**src/inc/gli_consts.svh**
```systemverilog
`ifndef GLI_CONSTS_SVH
`define GLI_CONSTS_SVH
`define GLI_NUM_PINS 3
`define GLI_PIN_SPEED 0
`define GLI_PIN_LINK 1
`define GLI_PIN_DUPLEX 2
`define GLI_BLINK_MS 80
`define GLI_CLK_KHZ 125000
`define GLI_BLINK_CYCLES (`GLI_BLINK_MS * `GLI_CLK_KHZ)
`define GLI_SYNC_STAGES 2
`define GLI_RESET_LED_N 1'b1
`endif

```
**src/inc/gli_pkg.sv**
```systemverilog
package gli_pkg;
    typedef enum logic [1:0] {
        GLI_MODE_INPUT,
        GLI_MODE_PUSH_PULL,
        GLI_MODE_OPEN_DRAIN
    } gli_mode_t;
    typedef struct packed {
        logic linkUp;
        logic speed100;
        logic fullDuplex;
        logic autoNeg;
        logic activity;
    } gli_link_t;
endpackage

```
**src/rtl/gli_blink_timer.sv**
```systemverilog
`timescale 1ns/1ps
`include "gli_consts.svh"
// activity blink: off for one period, then on for at least one period
module gli_blink_timer #(
    parameter int unsigned PERIOD = `GLI_BLINK_CYCLES
) (
    // clock and reset
    input wire logic clk,
    input wire logic rstSyncB,
    // status in
    input wire logic linkUp,
    input wire logic activity,
    // led out, low is on
    output logic ledN
);
    localparam int CW = $clog2(PERIOD + 1);
    typedef enum logic [1:0] {GLI_B_IDLE, GLI_B_OFF, GLI_B_ON} gli_blink_t;
    initial begin
        if (PERIOD < 1) $error("PERIOD must be at least 1");
    end
    gli_blink_t state_ff, nxt_state;
    logic [CW-1:0] cnt_ff, nxt_cnt;
    logic pend_ff, nxt_pend;
    logic led_ff, nxt_led;
    localparam logic [CW-1:0] LAST = CW'(PERIOD - 1);
    always_comb begin
        nxt_state = state_ff;
        nxt_cnt = cnt_ff;
        nxt_pend = pend_ff | activity;
        nxt_led = led_ff;
        if (!linkUp) begin
            nxt_state = GLI_B_IDLE;
            nxt_cnt = '0;
            nxt_pend = 1'b0;
            nxt_led = 1'b1;
        end else begin
            case (state_ff)
                GLI_B_IDLE: begin
                    nxt_led = 1'b0;
                    if (pend_ff) begin
                        nxt_state = GLI_B_OFF;
                        nxt_cnt = '0;
                        nxt_pend = activity;
                        nxt_led = 1'b1;
                    end
                end
                GLI_B_OFF: begin
                    nxt_cnt = cnt_ff + 1'b1;
                    if (cnt_ff == LAST) begin
                        nxt_state = GLI_B_ON;
                        nxt_cnt = '0;
                        nxt_led = 1'b0;
                    end
                end
                GLI_B_ON: begin
                    nxt_cnt = cnt_ff + 1'b1;
                    if (cnt_ff == LAST) begin
                        nxt_state = GLI_B_IDLE;
                        nxt_cnt = '0;
                    end
                end
                default: begin
                    nxt_state = GLI_B_IDLE;
                end
            endcase
        end
    end
    always_ff @(posedge clk or negedge rstSyncB) begin
        if (!rstSyncB) begin
            state_ff <= GLI_B_IDLE;
            cnt_ff <= '0;
            pend_ff <= 1'b0;
            led_ff <= `GLI_RESET_LED_N;
        end else begin
            state_ff <= nxt_state;
            cnt_ff <= nxt_cnt;
            pend_ff <= nxt_pend;
            led_ff <= nxt_led;
        end
    end
    assign ledN = led_ff;
endmodule

```
**src/rtl/gpio_led_indicator.sv**
```systemverilog
`timescale 1ns/1ps
`include "gli_consts.svh"
// How it works
// - three pins: push-pull, open-drain or input
// - led select makes a pin open-drain only
// - speed led low at 100Mb with link up and autoneg off, else high
// - link led low while link valid
// - activity pulses link led high 80ms
// - then low at least 80ms before repeat
// - duplex led low in full duplex with link up
// - strap high enables auto crossover, low disables
module gpio_led_indicator #(
    parameter int unsigned NUM_PINS = `GLI_NUM_PINS,
    parameter int unsigned BLINK_CYCLES = `GLI_BLINK_CYCLES
) (
    // clock and reset
    input wire logic clk,
    input wire logic rst_b,
    // pin configuration per pin
    input wire gli_pkg::gli_mode_t [NUM_PINS-1:0] pinMode,
    input wire logic [NUM_PINS-1:0] pinLedSel,
    input wire logic [NUM_PINS-1:0] pinOutData,
    output logic [NUM_PINS-1:0] pinInData,
    // link status from phy
    input wire gli_pkg::gli_link_t linkStat,
    // pads, output enable low means driving
    input wire logic [NUM_PINS-1:0] padIn,
    output logic [NUM_PINS-1:0] padOut,
    output logic [NUM_PINS-1:0] padOeN,
    // crossover strap
    input wire logic crossover_auto_strap,
    output logic crossoverAutoEn
);
    // elaboration checks: the led map and the strap counter rely on these
    initial begin
        if (NUM_PINS != `GLI_NUM_PINS) begin
            $error("NUM_PINS must be 3");
        end
        if (BLINK_CYCLES < 1) begin
            $error("BLINK_CYCLES must be at least 1");
        end
        if (`GLI_SYNC_STAGES < 1 || `GLI_SYNC_STAGES > 2) begin
            $error("strap wait must be 1 or 2 cycles");
        end
    end

    // internal reset leaves on a clock edge, two flops after rst_b rises
    logic rstS1_ff;
    logic rstSyncB_ff;
    logic nxt_rstS1;
    logic nxt_rstSyncB;

    always_comb begin
        nxt_rstS1 = 1'b1;
        nxt_rstSyncB = rstS1_ff;
    end

    always_ff @(posedge clk or negedge rst_b) begin
        if (!rst_b) begin
            rstS1_ff <= 1'b0;
            rstSyncB_ff <= 1'b0;
        end else begin
            rstS1_ff <= nxt_rstS1;
            rstSyncB_ff <= nxt_rstSyncB;
        end
    end

    // pad and strap synchronisers, only the second stage is read
    logic [NUM_PINS-1:0] padS1_ff;
    logic [NUM_PINS-1:0] padS2_ff;
    logic [NUM_PINS-1:0] nxt_padS1;
    logic [NUM_PINS-1:0] nxt_padS2;
    logic strapS1_ff;
    logic strapS2_ff;
    logic nxt_strapS1;
    logic nxt_strapS2;

    always_comb begin
        nxt_padS1 = padIn;
        nxt_padS2 = padS1_ff;
        nxt_strapS1 = crossover_auto_strap;
        nxt_strapS2 = strapS1_ff;
    end

    always_ff @(posedge clk or negedge rstSyncB_ff) begin
        if (!rstSyncB_ff) begin
            padS1_ff <= '0;
            padS2_ff <= '0;
            strapS1_ff <= 1'b1;
            strapS2_ff <= 1'b1;
        end else begin
            padS1_ff <= nxt_padS1;
            padS2_ff <= nxt_padS2;
            strapS1_ff <= nxt_strapS1;
            strapS2_ff <= nxt_strapS2;
        end
    end

    // strap taken once, after the synchroniser holds the real pin level;
    // earlier edges would only see the reset value of the sync flops
    localparam logic [1:0] STRAP_TAKE = 2'(`GLI_SYNC_STAGES);
    logic [1:0] strapCnt_ff;
    logic [1:0] nxt_strapCnt;
    logic strap_ff;
    logic nxt_strap;

    always_comb begin
        nxt_strapCnt = strapCnt_ff;
        nxt_strap = strap_ff;
        if (strapCnt_ff < STRAP_TAKE) begin
            nxt_strapCnt = strapCnt_ff + 2'h1;
        end else if (strapCnt_ff == STRAP_TAKE) begin
            nxt_strapCnt = STRAP_TAKE + 2'h1;
            nxt_strap = strapS2_ff;
        end
    end

    always_ff @(posedge clk or negedge rstSyncB_ff) begin
        if (!rstSyncB_ff) begin
            strapCnt_ff <= 2'h0;
            strap_ff <= 1'b1;
        end else begin
            strapCnt_ff <= nxt_strapCnt;
            strap_ff <= nxt_strap;
        end
    end

    // led sources, low is on
    logic speed_led_n;
    logic link_activity_led_n;
    logic duplex_led_n;
    logic [NUM_PINS-1:0] ledVal;

    // link and activity led with its blink timing
    gli_blink_timer #(
        .PERIOD(BLINK_CYCLES)
    ) u_blink (
        .clk(clk),
        .rstSyncB(rstSyncB_ff),
        .linkUp(linkStat.linkUp),
        .activity(linkStat.activity),
        .ledN(link_activity_led_n)
    );

    always_comb begin
        // speed low only when linked at 100 and not negotiating
        speed_led_n = ~(linkStat.linkUp & linkStat.speed100 & ~linkStat.autoNeg);
        duplex_led_n = ~(linkStat.linkUp & linkStat.fullDuplex);
        // pins outside the led map stay released
        ledVal = '1;
        ledVal[`GLI_PIN_SPEED] = speed_led_n;
        ledVal[`GLI_PIN_LINK] = link_activity_led_n;
        ledVal[`GLI_PIN_DUPLEX] = duplex_led_n;
    end

    // per pin drive: led select overrides the configured mode
    logic [NUM_PINS-1:0] nxt_out;
    logic [NUM_PINS-1:0] nxt_oeN;
    logic [NUM_PINS-1:0] out_ff;
    logic [NUM_PINS-1:0] oeN_ff;
    genvar gi;

    generate
        for (gi = 0; gi < NUM_PINS; gi++) begin : g_pin
            always_comb begin
                nxt_out[gi] = 1'b0;
                nxt_oeN[gi] = 1'b1;
                if (pinLedSel[gi]) begin
                    // led pins only sink, the pull-up gives the off level
                    nxt_oeN[gi] = ledVal[gi];
                end else begin
                    case (pinMode[gi])
                        gli_pkg::GLI_MODE_PUSH_PULL: begin
                            nxt_out[gi] = pinOutData[gi];
                            nxt_oeN[gi] = 1'b0;
                        end
                        gli_pkg::GLI_MODE_OPEN_DRAIN: begin
                            nxt_oeN[gi] = pinOutData[gi];
                        end
                        default: begin
                            nxt_oeN[gi] = 1'b1;
                        end
                    endcase
                end
            end
        end
    endgenerate

    // registered pad drive, reset leaves every pad released
    always_ff @(posedge clk or negedge rstSyncB_ff) begin
        if (!rstSyncB_ff) begin
            out_ff <= '0;
            oeN_ff <= '1;
        end else begin
            out_ff <= nxt_out;
            oeN_ff <= nxt_oeN;
        end
    end

    // input path: synchronised pad level, one more register to the port
    logic [NUM_PINS-1:0] nxt_in;
    logic [NUM_PINS-1:0] in_ff;

    always_comb begin
        nxt_in = padS2_ff;
    end

    always_ff @(posedge clk or negedge rstSyncB_ff) begin
        if (!rstSyncB_ff) begin
            in_ff <= '0;
        end else begin
            in_ff <= nxt_in;
        end
    end

    // every output straight from a flop
    assign padOut = out_ff;
    assign padOeN = oeN_ff;
    assign pinInData = in_ff;
    assign crossoverAutoEn = strap_ff;
endmodule

```
**config.mk**
```make
export PLATFORM = sky130hd
export DESIGN_NAME = gpio_led_indicator
export DESIGN_NICKNAME = d
export VERILOG_FILES = /design/src/inc/gli_pkg.sv /design/src/rtl/gli_blink_timer.sv /design/src/rtl/gpio_led_indicator.sv
export VERILOG_INCLUDE_DIRS = /design/src /design/src/inc
export SDC_FILE = /design/constraint.sdc
export NUM_CORES = 1
export LEC_CHECK = 0
export BUFFER_PORTS_ARGS = -buffer_cell sky130_fd_sc_hd__clkbuf_2
export CORE_MARGIN = 2
export CORE_UTILIZATION = 55
export CTS_CLUSTER_DIAMETER = 200
export CTS_CLUSTER_SIZE = 14
export DETAILED_ROUTE_END_ITERATION = 12
export PLACE_DENSITY_LB_ADDON = 0.12
export SLEW_MARGIN = 20
export SYNTH_ARGS = -nofsm -noshare
export SYNTH_HDL_FRONTEND = slang
export SYNTH_SLANG_ARGS = --single-unit
export TNS_END_PERCENT = 1
```
**constraint.sdc**
```tcl
create_clock -name clk -period 2.3 [get_ports clk]
set_clock_uncertainty 0.15 [all_clocks]
set_input_delay 0 -clock clk [delete_from_list [all_inputs] [get_ports clk]]
set_output_delay 0 -clock clk [all_outputs]
set_load 0.01 [all_outputs]
```
==> results of run 1 <==
-- per-layer routing --
metal  track usage  part of all wire
met1        0.2963              0.47
met2        0.3755              0.48
met3       0.03938             0.026
met4       0.09224             0.024
met5             0                 0
-- power groups by stage --
stage	Combinational [mW]	Clock [mW]	Sequential, mW
after detailed placement	0.417	0	0.977
after global routing	0.502	0.579	0.965
after floorplan	0.303	0	0.988
final	0.452	0.535	0.960
after CTS	0.448	0.546	0.960
after global placement	0.409	0	0.975
-- path summary, 6_finish.rpt --
path | from | end
setup / recovery | u_blink.cnt_ff[17] | u_blink.cnt_ff[20]
hold / removal | crossover_auto_strap | nxt_strapS2
setup reg to reg | u_blink.cnt_ff[17] | u_blink.cnt_ff[20]
hold reg to reg | rstSyncB_ff | padOut[0]
max in group asynchronous | rstSyncB_ff | u_blink.cnt_ff[17]
min in group asynchronous | rstSyncB_ff | padOut[0]
-- cells in the final DEF, fill, tap and decap left out, types with 3 or more instances in the layout --
cell,Yosys,final
buf_4,0,11
clkbuf_8,0,6
inv_1,15,15
o21ai_1,10,10
nand3_1,17,17
nor3_1,5,5
o21ai_0,8,8
dfstp_2,7,7
nor2_1,11,11
mux2i_1,7,7
a21oi_2,9,9
dfrtp_1,43,42
clkbuf_2,0,32
nor2b_1,3,3
ha_1,5,5
nand4_1,11,11
nand4b_1,7,7
nand2b_1,6,6
a31oi_1,4,4
a21oi_1,12,12
mux2_2,3,3
and3_1,5,5
dlygate4sd3_1,0,21
nand2_1,25,25
-- timing repair --
| action | CTS | global route |
|---|---|---|
| resized for setup | 0 | 0 |
| hold buffers | 21 | 0 |
| hold endpoints to repair | 16 | 0 |
-- cells by family after synthesis --
logic type,after synthesis,share of synthesized area
compound gates,53,0.1313
xor+xnor,1,0.003509
fa+ha+maj,5,0.02506
buf+inv,24,0.04311
flops,50,0.5048
mux,10,0.04160
other cells,1,0.001502
simple gates,107,0.2491
-- registers in the layout, summed over array words and instances, names as in the netlist --
signal and flops:
strapS2_ff 1, nxt_rstSyncB 1, padOut 3, nxt_padS2 3, padOeN 3, rstSyncB_ff 1, u_blink.state_ff 2, u_blink.cnt_ff 24
crossoverAutoEn 1, nxt_strapS2 1, nxt_in 3, pinInData 3, u_blink.pend_ff 1, u_blink.ledN 1, strapCnt_ff 2
-- final cells by class --
cell class,instances,area (um^2),share of cell area
clock buffers,7,86.33,0.02822
inverters,15,56.30,0.01840
well taps,52,65.06,0.02127
flip-flops and latches,50,1261,0.4123
repair buffers,64,452.9,0.1481
clock inverters,1,8.758,0.002863
multi-input cells,177,1129,0.3689
-- worst max-delay path, cell delays in order, from the launching register on --
cell,delay (ps)
dfrtp_1,410
or4b_4,550
nor4_4,300
a21oi_2,100
buf_4,190
nor4b_1,150
o21bai_1,150
-- metrics by stage --
step,utilization,cell area (um^2)
after detailed placement,0.6325,2754
after global placement,0.6325,2754
final,0.7026,3059
after floorplan,-,2496
after CTS,0.7026,3059
after global routing,0.7026,3059
==> flow_metrics.tcl, run 1 <==
set metrics [dict create \
    vias_per_cell 5.568 \
    p_seq_frac 0.493 \
    grt_max_degree 49 \
    routedWlPerCell_um 14.01 \
    yosys.area.top_type "dfrtp_1" \
    reg2reg_depth 6 \
    grt-ovfl-total 0 \
    clk_pin_slew_ps 90 \
    cp.required_ps 2340 \
    grt_pass1_wl_mm 9.156 \
    yosys_register_bits 50 \
    dieWidth_um 71.37 \
    maxSlewHeadroom 0.6071 \
    htreeDepth 2 \
    slew_viol_final 0 \
    end_kind "register" \
    clock.fmax_ghz 0.4741 \
    routed_wl_mm 5.129 \
    grt_pass1_vias 2050 \
    vdd_drop_max_uv 321.2 \
    placed_cells 337 \
    fin_cells 366 \
    finalHoldViolations 0 \
    ys_top_cells_by_area "dfrtp_1 43%, dfstp_2 7.4%, nand2_1 3.8%" \
    crit_arrival_ps 2150 \
    antenna_cells 0 \
    drtAntennaViolNets 0 \
    synth_most_common_cell "dfrtp_1" \
    synth-edff-count 0 \
    drive_gt1_frac 0.2420 \
    vias 2038 \
    status "complete, no violations" \
    nNetsFinal 341 \
    ys_seq_area_frac 0.5048 \
    synth_nets 279 \
    p_comb_frac 0.232 \
    clockBufferDepth 2 \
    initial_core_util 0.5733 \
    syn-cell-area_mm2 0.002496 \
    die_area_mm2 0.005093 \
    synthFlopType "dfrtp_1" \
    worst_pin_slew_ps 589.3 \
    synth_common_cells "43 x dfrtp_1, 25 x nand2_1, 17 x nand3_1, 15 x inv_1, 12 x a21oi_1" \
    cts_sinks 50 \
    core_mm2 0.004354 \
    portBuffers 32 \
    grt_setup_unrepaired "no" \
    cts_root_buffer "clkbuf_8" \
    die_y_um 71.37 \
    io_pins 33 \
    syn_avg_cell_area_um2 9.945 \
    antenna_found_initial 0 \
    p_leak_nw 1.297 \
    p_total_mw 1.947 \
    track_usage 0.2267 \
    fillCellCount 349 \
    p_switching_uw 576.6 \
    period_share 0.9171 \
    internal-power_mw 1.370 \
    clkPwrFrac 0.275 \
    pwr_density_cell_mw_per_mm2 636.4 \
    initialDrtViolationCount 76 \
    cts_tree "built" \
    critPathKind "register to register" \
    drtPass1Iterations 4 \
    insertion_delay_ps 300 \
    area_delta_synth_final_pct 22.56 \
    yosys_warnings 0 \
    crit_fanout 13 \
    holdPathStages 2 \
    dp_slack_ps 205.8 \
    tns_ps 0 \
    synth_top_area_share 0.4311 \
    route.detailed.drc 0 \
    hold-worst-slack_ps 185.8 \
    dp_hpwl_mm 3.423 \
    synth_cells 251 \
    ys_types 46 \
    post-cts-setup-buffer-count 0 \
    setup_viol 0 \
    setup.worst_path.start_class "register" \
    min_period_ps 2109 \
    swShare 0.2962 \
    async_reset_ff_frac 1.000 \
    maxCapViolCount 0 \
    fin_ws_ps 190.7 \
    hold_class "primary input to register" \
    num_rows 24 \
    gp_congestion 0.8516 \
    cts-buffers-inserted 5 \
    reg2reg_slack_ps 190 \
]
Power figures use the tool's default switching activity.
==> inputs of run 2 (changes only) <==
SYNTH_HIERARCHICAL = 1   (was unset)
==> run 2 against run 1 <==
Compared with the run above: register-to-register slack got worse by 190 ps; first-iteration DRC count rose to 2.5 times the previous value; synthesized cell count shrank 4.4%; sequential cell count is the same; cell area increased by 3.8%; critical endpoint is now u_blink/cnt_ff[2]; setup slack worse by 190 ps; utilization up 4.2 points; non-clock buffer count rose by 21.
==> flow_metrics.tcl, run 2 <==
set metrics [dict create \
    worstReg2RegEnd "u_blink/cnt_ff[2]" \
    synthFlopType "dfrtp_1" \
    end_kind "register" \
    gp_congestion 0.8616 \
    drtPass1Iterations 4 \
    vias_per_cell 5.824 \
    route.met2.wl_mm 3.170 \
    routed_wl_mm 6.151 \
    die_y_um 70.02 \
    crit_arrival_ps 2340 \
    grt_pass1_wl_mm 10.65 \
    route.detailed.drc 0 \
    grt_max_degree 20 \
    final_common_cell "dfrtp_1" \
    p_total_mw 1.695 \
    clockBufferDepth 2 \
    drive_gt1_frac 0.2950 \
    synth_nets 268 \
    grt_pass1_vias 2187 \
    cts-buffers-inserted 5 \
    endpoint "u_blink/cnt_ff[2]" \
    async_reset_ff_frac 1.000 \
    io_pins 33 \
    cts_tree "built" \
    critPathLaunch "u_blink/cnt_ff[14]" \
    cp_cell_sequence "nand4bb_1 -> or4_4 -> or4_4 -> buf_12 -> a31oi_1 -> a31oi_1" \
    track_usage 0.2785 \
    clk_pin_slew_ps 100 \
    yosys_register_bits 50 \
    cp.depth 6 \
    synth-simple-area-share 0.2270 \
    yosys_warnings 6 \
    synth-edff-count 0 \
    synth_most_common_cell "dfrtp_1" \
    top_layer "met4" \
    ys_types 49 \
    placed_cells 344 \
    syn_avg_cell_area_um2 9.989 \
    min_period_ps 2299 \
    dp_slack_ps -74.09 \
    finalHoldViolations 0 \
    maxCapViolCount 0 \
    synthAdderAreaFrac 0.02610 \
    fin_ws_ps 1.139 \
    dp_hpwl_mm 3.950 \
    die_area_mm2 0.004903 \
    dieWidth_um 70.02 \
    crit_fanout 19 \
    nNetsFinal 349 \
    cts_sinks 50 \
    final_core_util 0.7450 \
    yosys.area.top_type "dfrtp_1" \
    htreeDepth 2 \
    met1Wirelength_mm 2.566 \
    period_share 0.9995 \
    reg2reg_slack_ps 1 \
    cts_root_buffer "clkbuf_8" \
    status "complete, no violations" \
    mostFrequentLayoutCells "42 x dfrtp_1, 32 x nand2_1, 32 x clkbuf_2, 31 x buf_4, 26 x a31oi_1" \
    pwr_density_cell_mw_per_mm2 533.7 \
    setup.worst_path.start_class "register" \
    critical-path-top-delay-family "simple AND/OR/NAND/NOR gates" \
    area_delta_synth_final_pct 32.52 \
    antenna_cells 0 \
    grt_setup_unrepaired "yes" \
    num_rows 24 \
    insertion_delay_ps 310 \
    placed_cell_area_mm2 0.002809 \
    ys_top_cells_by_area "dfrtp_1 45%, dfstp_2 7.7%, a31oi_1 7.0%" \
    crit_buf_inv 1 \
    routedWlPerCell_um 16.45 \
    synthMuxAreaShare 0.02714 \
    cp.required_ps 2340 \
    reg2reg_depth 6 \
    largest_reg_flops 24 \
    stdcell_area_mm2 0.003177 \
    drtAntennaViolNets 0 \
    vdd_drop_max_uv 380.4 \
    timing.rr.start "u_blink/cnt_ff[14]" \
    initialDrtViolationCount 190 \
    synth_top_area_share 0.4489 \
    vias 2178 \
    ys_seq_area_frac 0.5256 \
    fin_cells 374 \
    portBuffers 32 \
    grt-ovfl-total 0 \
    critPathKind "register to register" \
    critPathSlowestCell "or4_4" \
    setup_viol 0 \
    synth_common_cells "43 x dfrtp_1, 32 x nand2_1, 27 x a31oi_1, 13 x nand3_1, 13 x nor2_1" \
    max_stage_delay_ps 550 \
    slew_viol_final 0 \
    core_mm2 0.004264 \
    wl_met3_um 236 \
    p_leak_nw 1.424 \
    antenna_found_initial 0 \
    synth_compound_area_frac 0.1597 \
    yosys.area_share.xor_xnor 0 \
    initial_core_util 0.5622 \
    syn-cell-area_mm2 0.002397 \
    synth_cells 240 \
    synth_top_family_by_area "simple AND/OR/NAND/NOR gates" \
    largest_register "u_blink/cnt_ff" \
    hold_class "register to async pin" \
    clock.fmax_ghz 0.4350 \
]
-- run 2: what timing repair did --
action / 4_1_cts / 5_1_grt
resized for setup: 3 / 8
hold buffers: 21 / 0
pin swaps: 0 / 2
hold endpoints to repair: 16 / 0
endpoints found under the setup margin: 5 / 22
cloned: 0 / 0
buffers inserted: 0 / 1
-- run 2: final cells by class --
cell class,count,area (um^2)
Inverter,5,18.77
Clock inverter,3,26.28
Clock buffer,5,68.82
Timing Repair Buffer,85,623.1
Fill cell,303,1087
Multi-Input combinational cell,174,1114
Sequential cell,50,1261
Tap cell,52,65.06
-- run 2: kinds of logic after synthesis --
logic type,Yosys count
buffers and inverters,16
AND/OR/NAND/NOR,103
other,1
adder cells (fa/ha/maj),5
multiplexers,6
flip-flops,50
AO/OA/AOI/OAI,59
-- run 2: metal layers --
metal,up-vias,global-route usage
li1,1046,-
met4,0,0.1154
met5,-,0
met3,18,0.05339
met2,52,0.4804
met1,1062,0.3416
-- run 2: per-stage QoR --
step	hold slack [ps]	setup TNS [ps]
3_3_place_gp	-364.8	-2.910
3_5_place_dp	-362.9	-102.8
6_report	39.79	0
5_1_grt	65.47	-463.8
4_1_cts	45.70	0
2_1_floorplan	-445.6	0
-- run 2: how the worst min path moves through the flow --
stage,start,to,slack [ps],depth (start not counted)
after detailed placement,rst_b,nxt_rstSyncB,-360,1
after CTS,rstSyncB_ff,u_blink/cnt_ff[21],50,0
final,rstSyncB_ff,u_blink/cnt_ff[21],40,0
after floorplan,rst_b,nxt_rstSyncB,-450,0
after global placement,rst_b,nxt_rstSyncB,-360,1
after global routing,rstSyncB_ff,u_blink/cnt_ff[21],70,0
-- run 2: power breakdown --
| group | internal [mW] | leakage, nW | switching [mW] | total (mW) |
|---|---|---|---|---|
| sequential | 0.913 | 0.635 | 0.0194 | 0.933 |
| clock | 0.224 | 0.0491 | 0.317 | 0.541 |
| combinational | 0.103 | 0.740 | 0.118 | 0.221 |
| total | 1.24 | 1.42 | 0.455 | 1.70 |
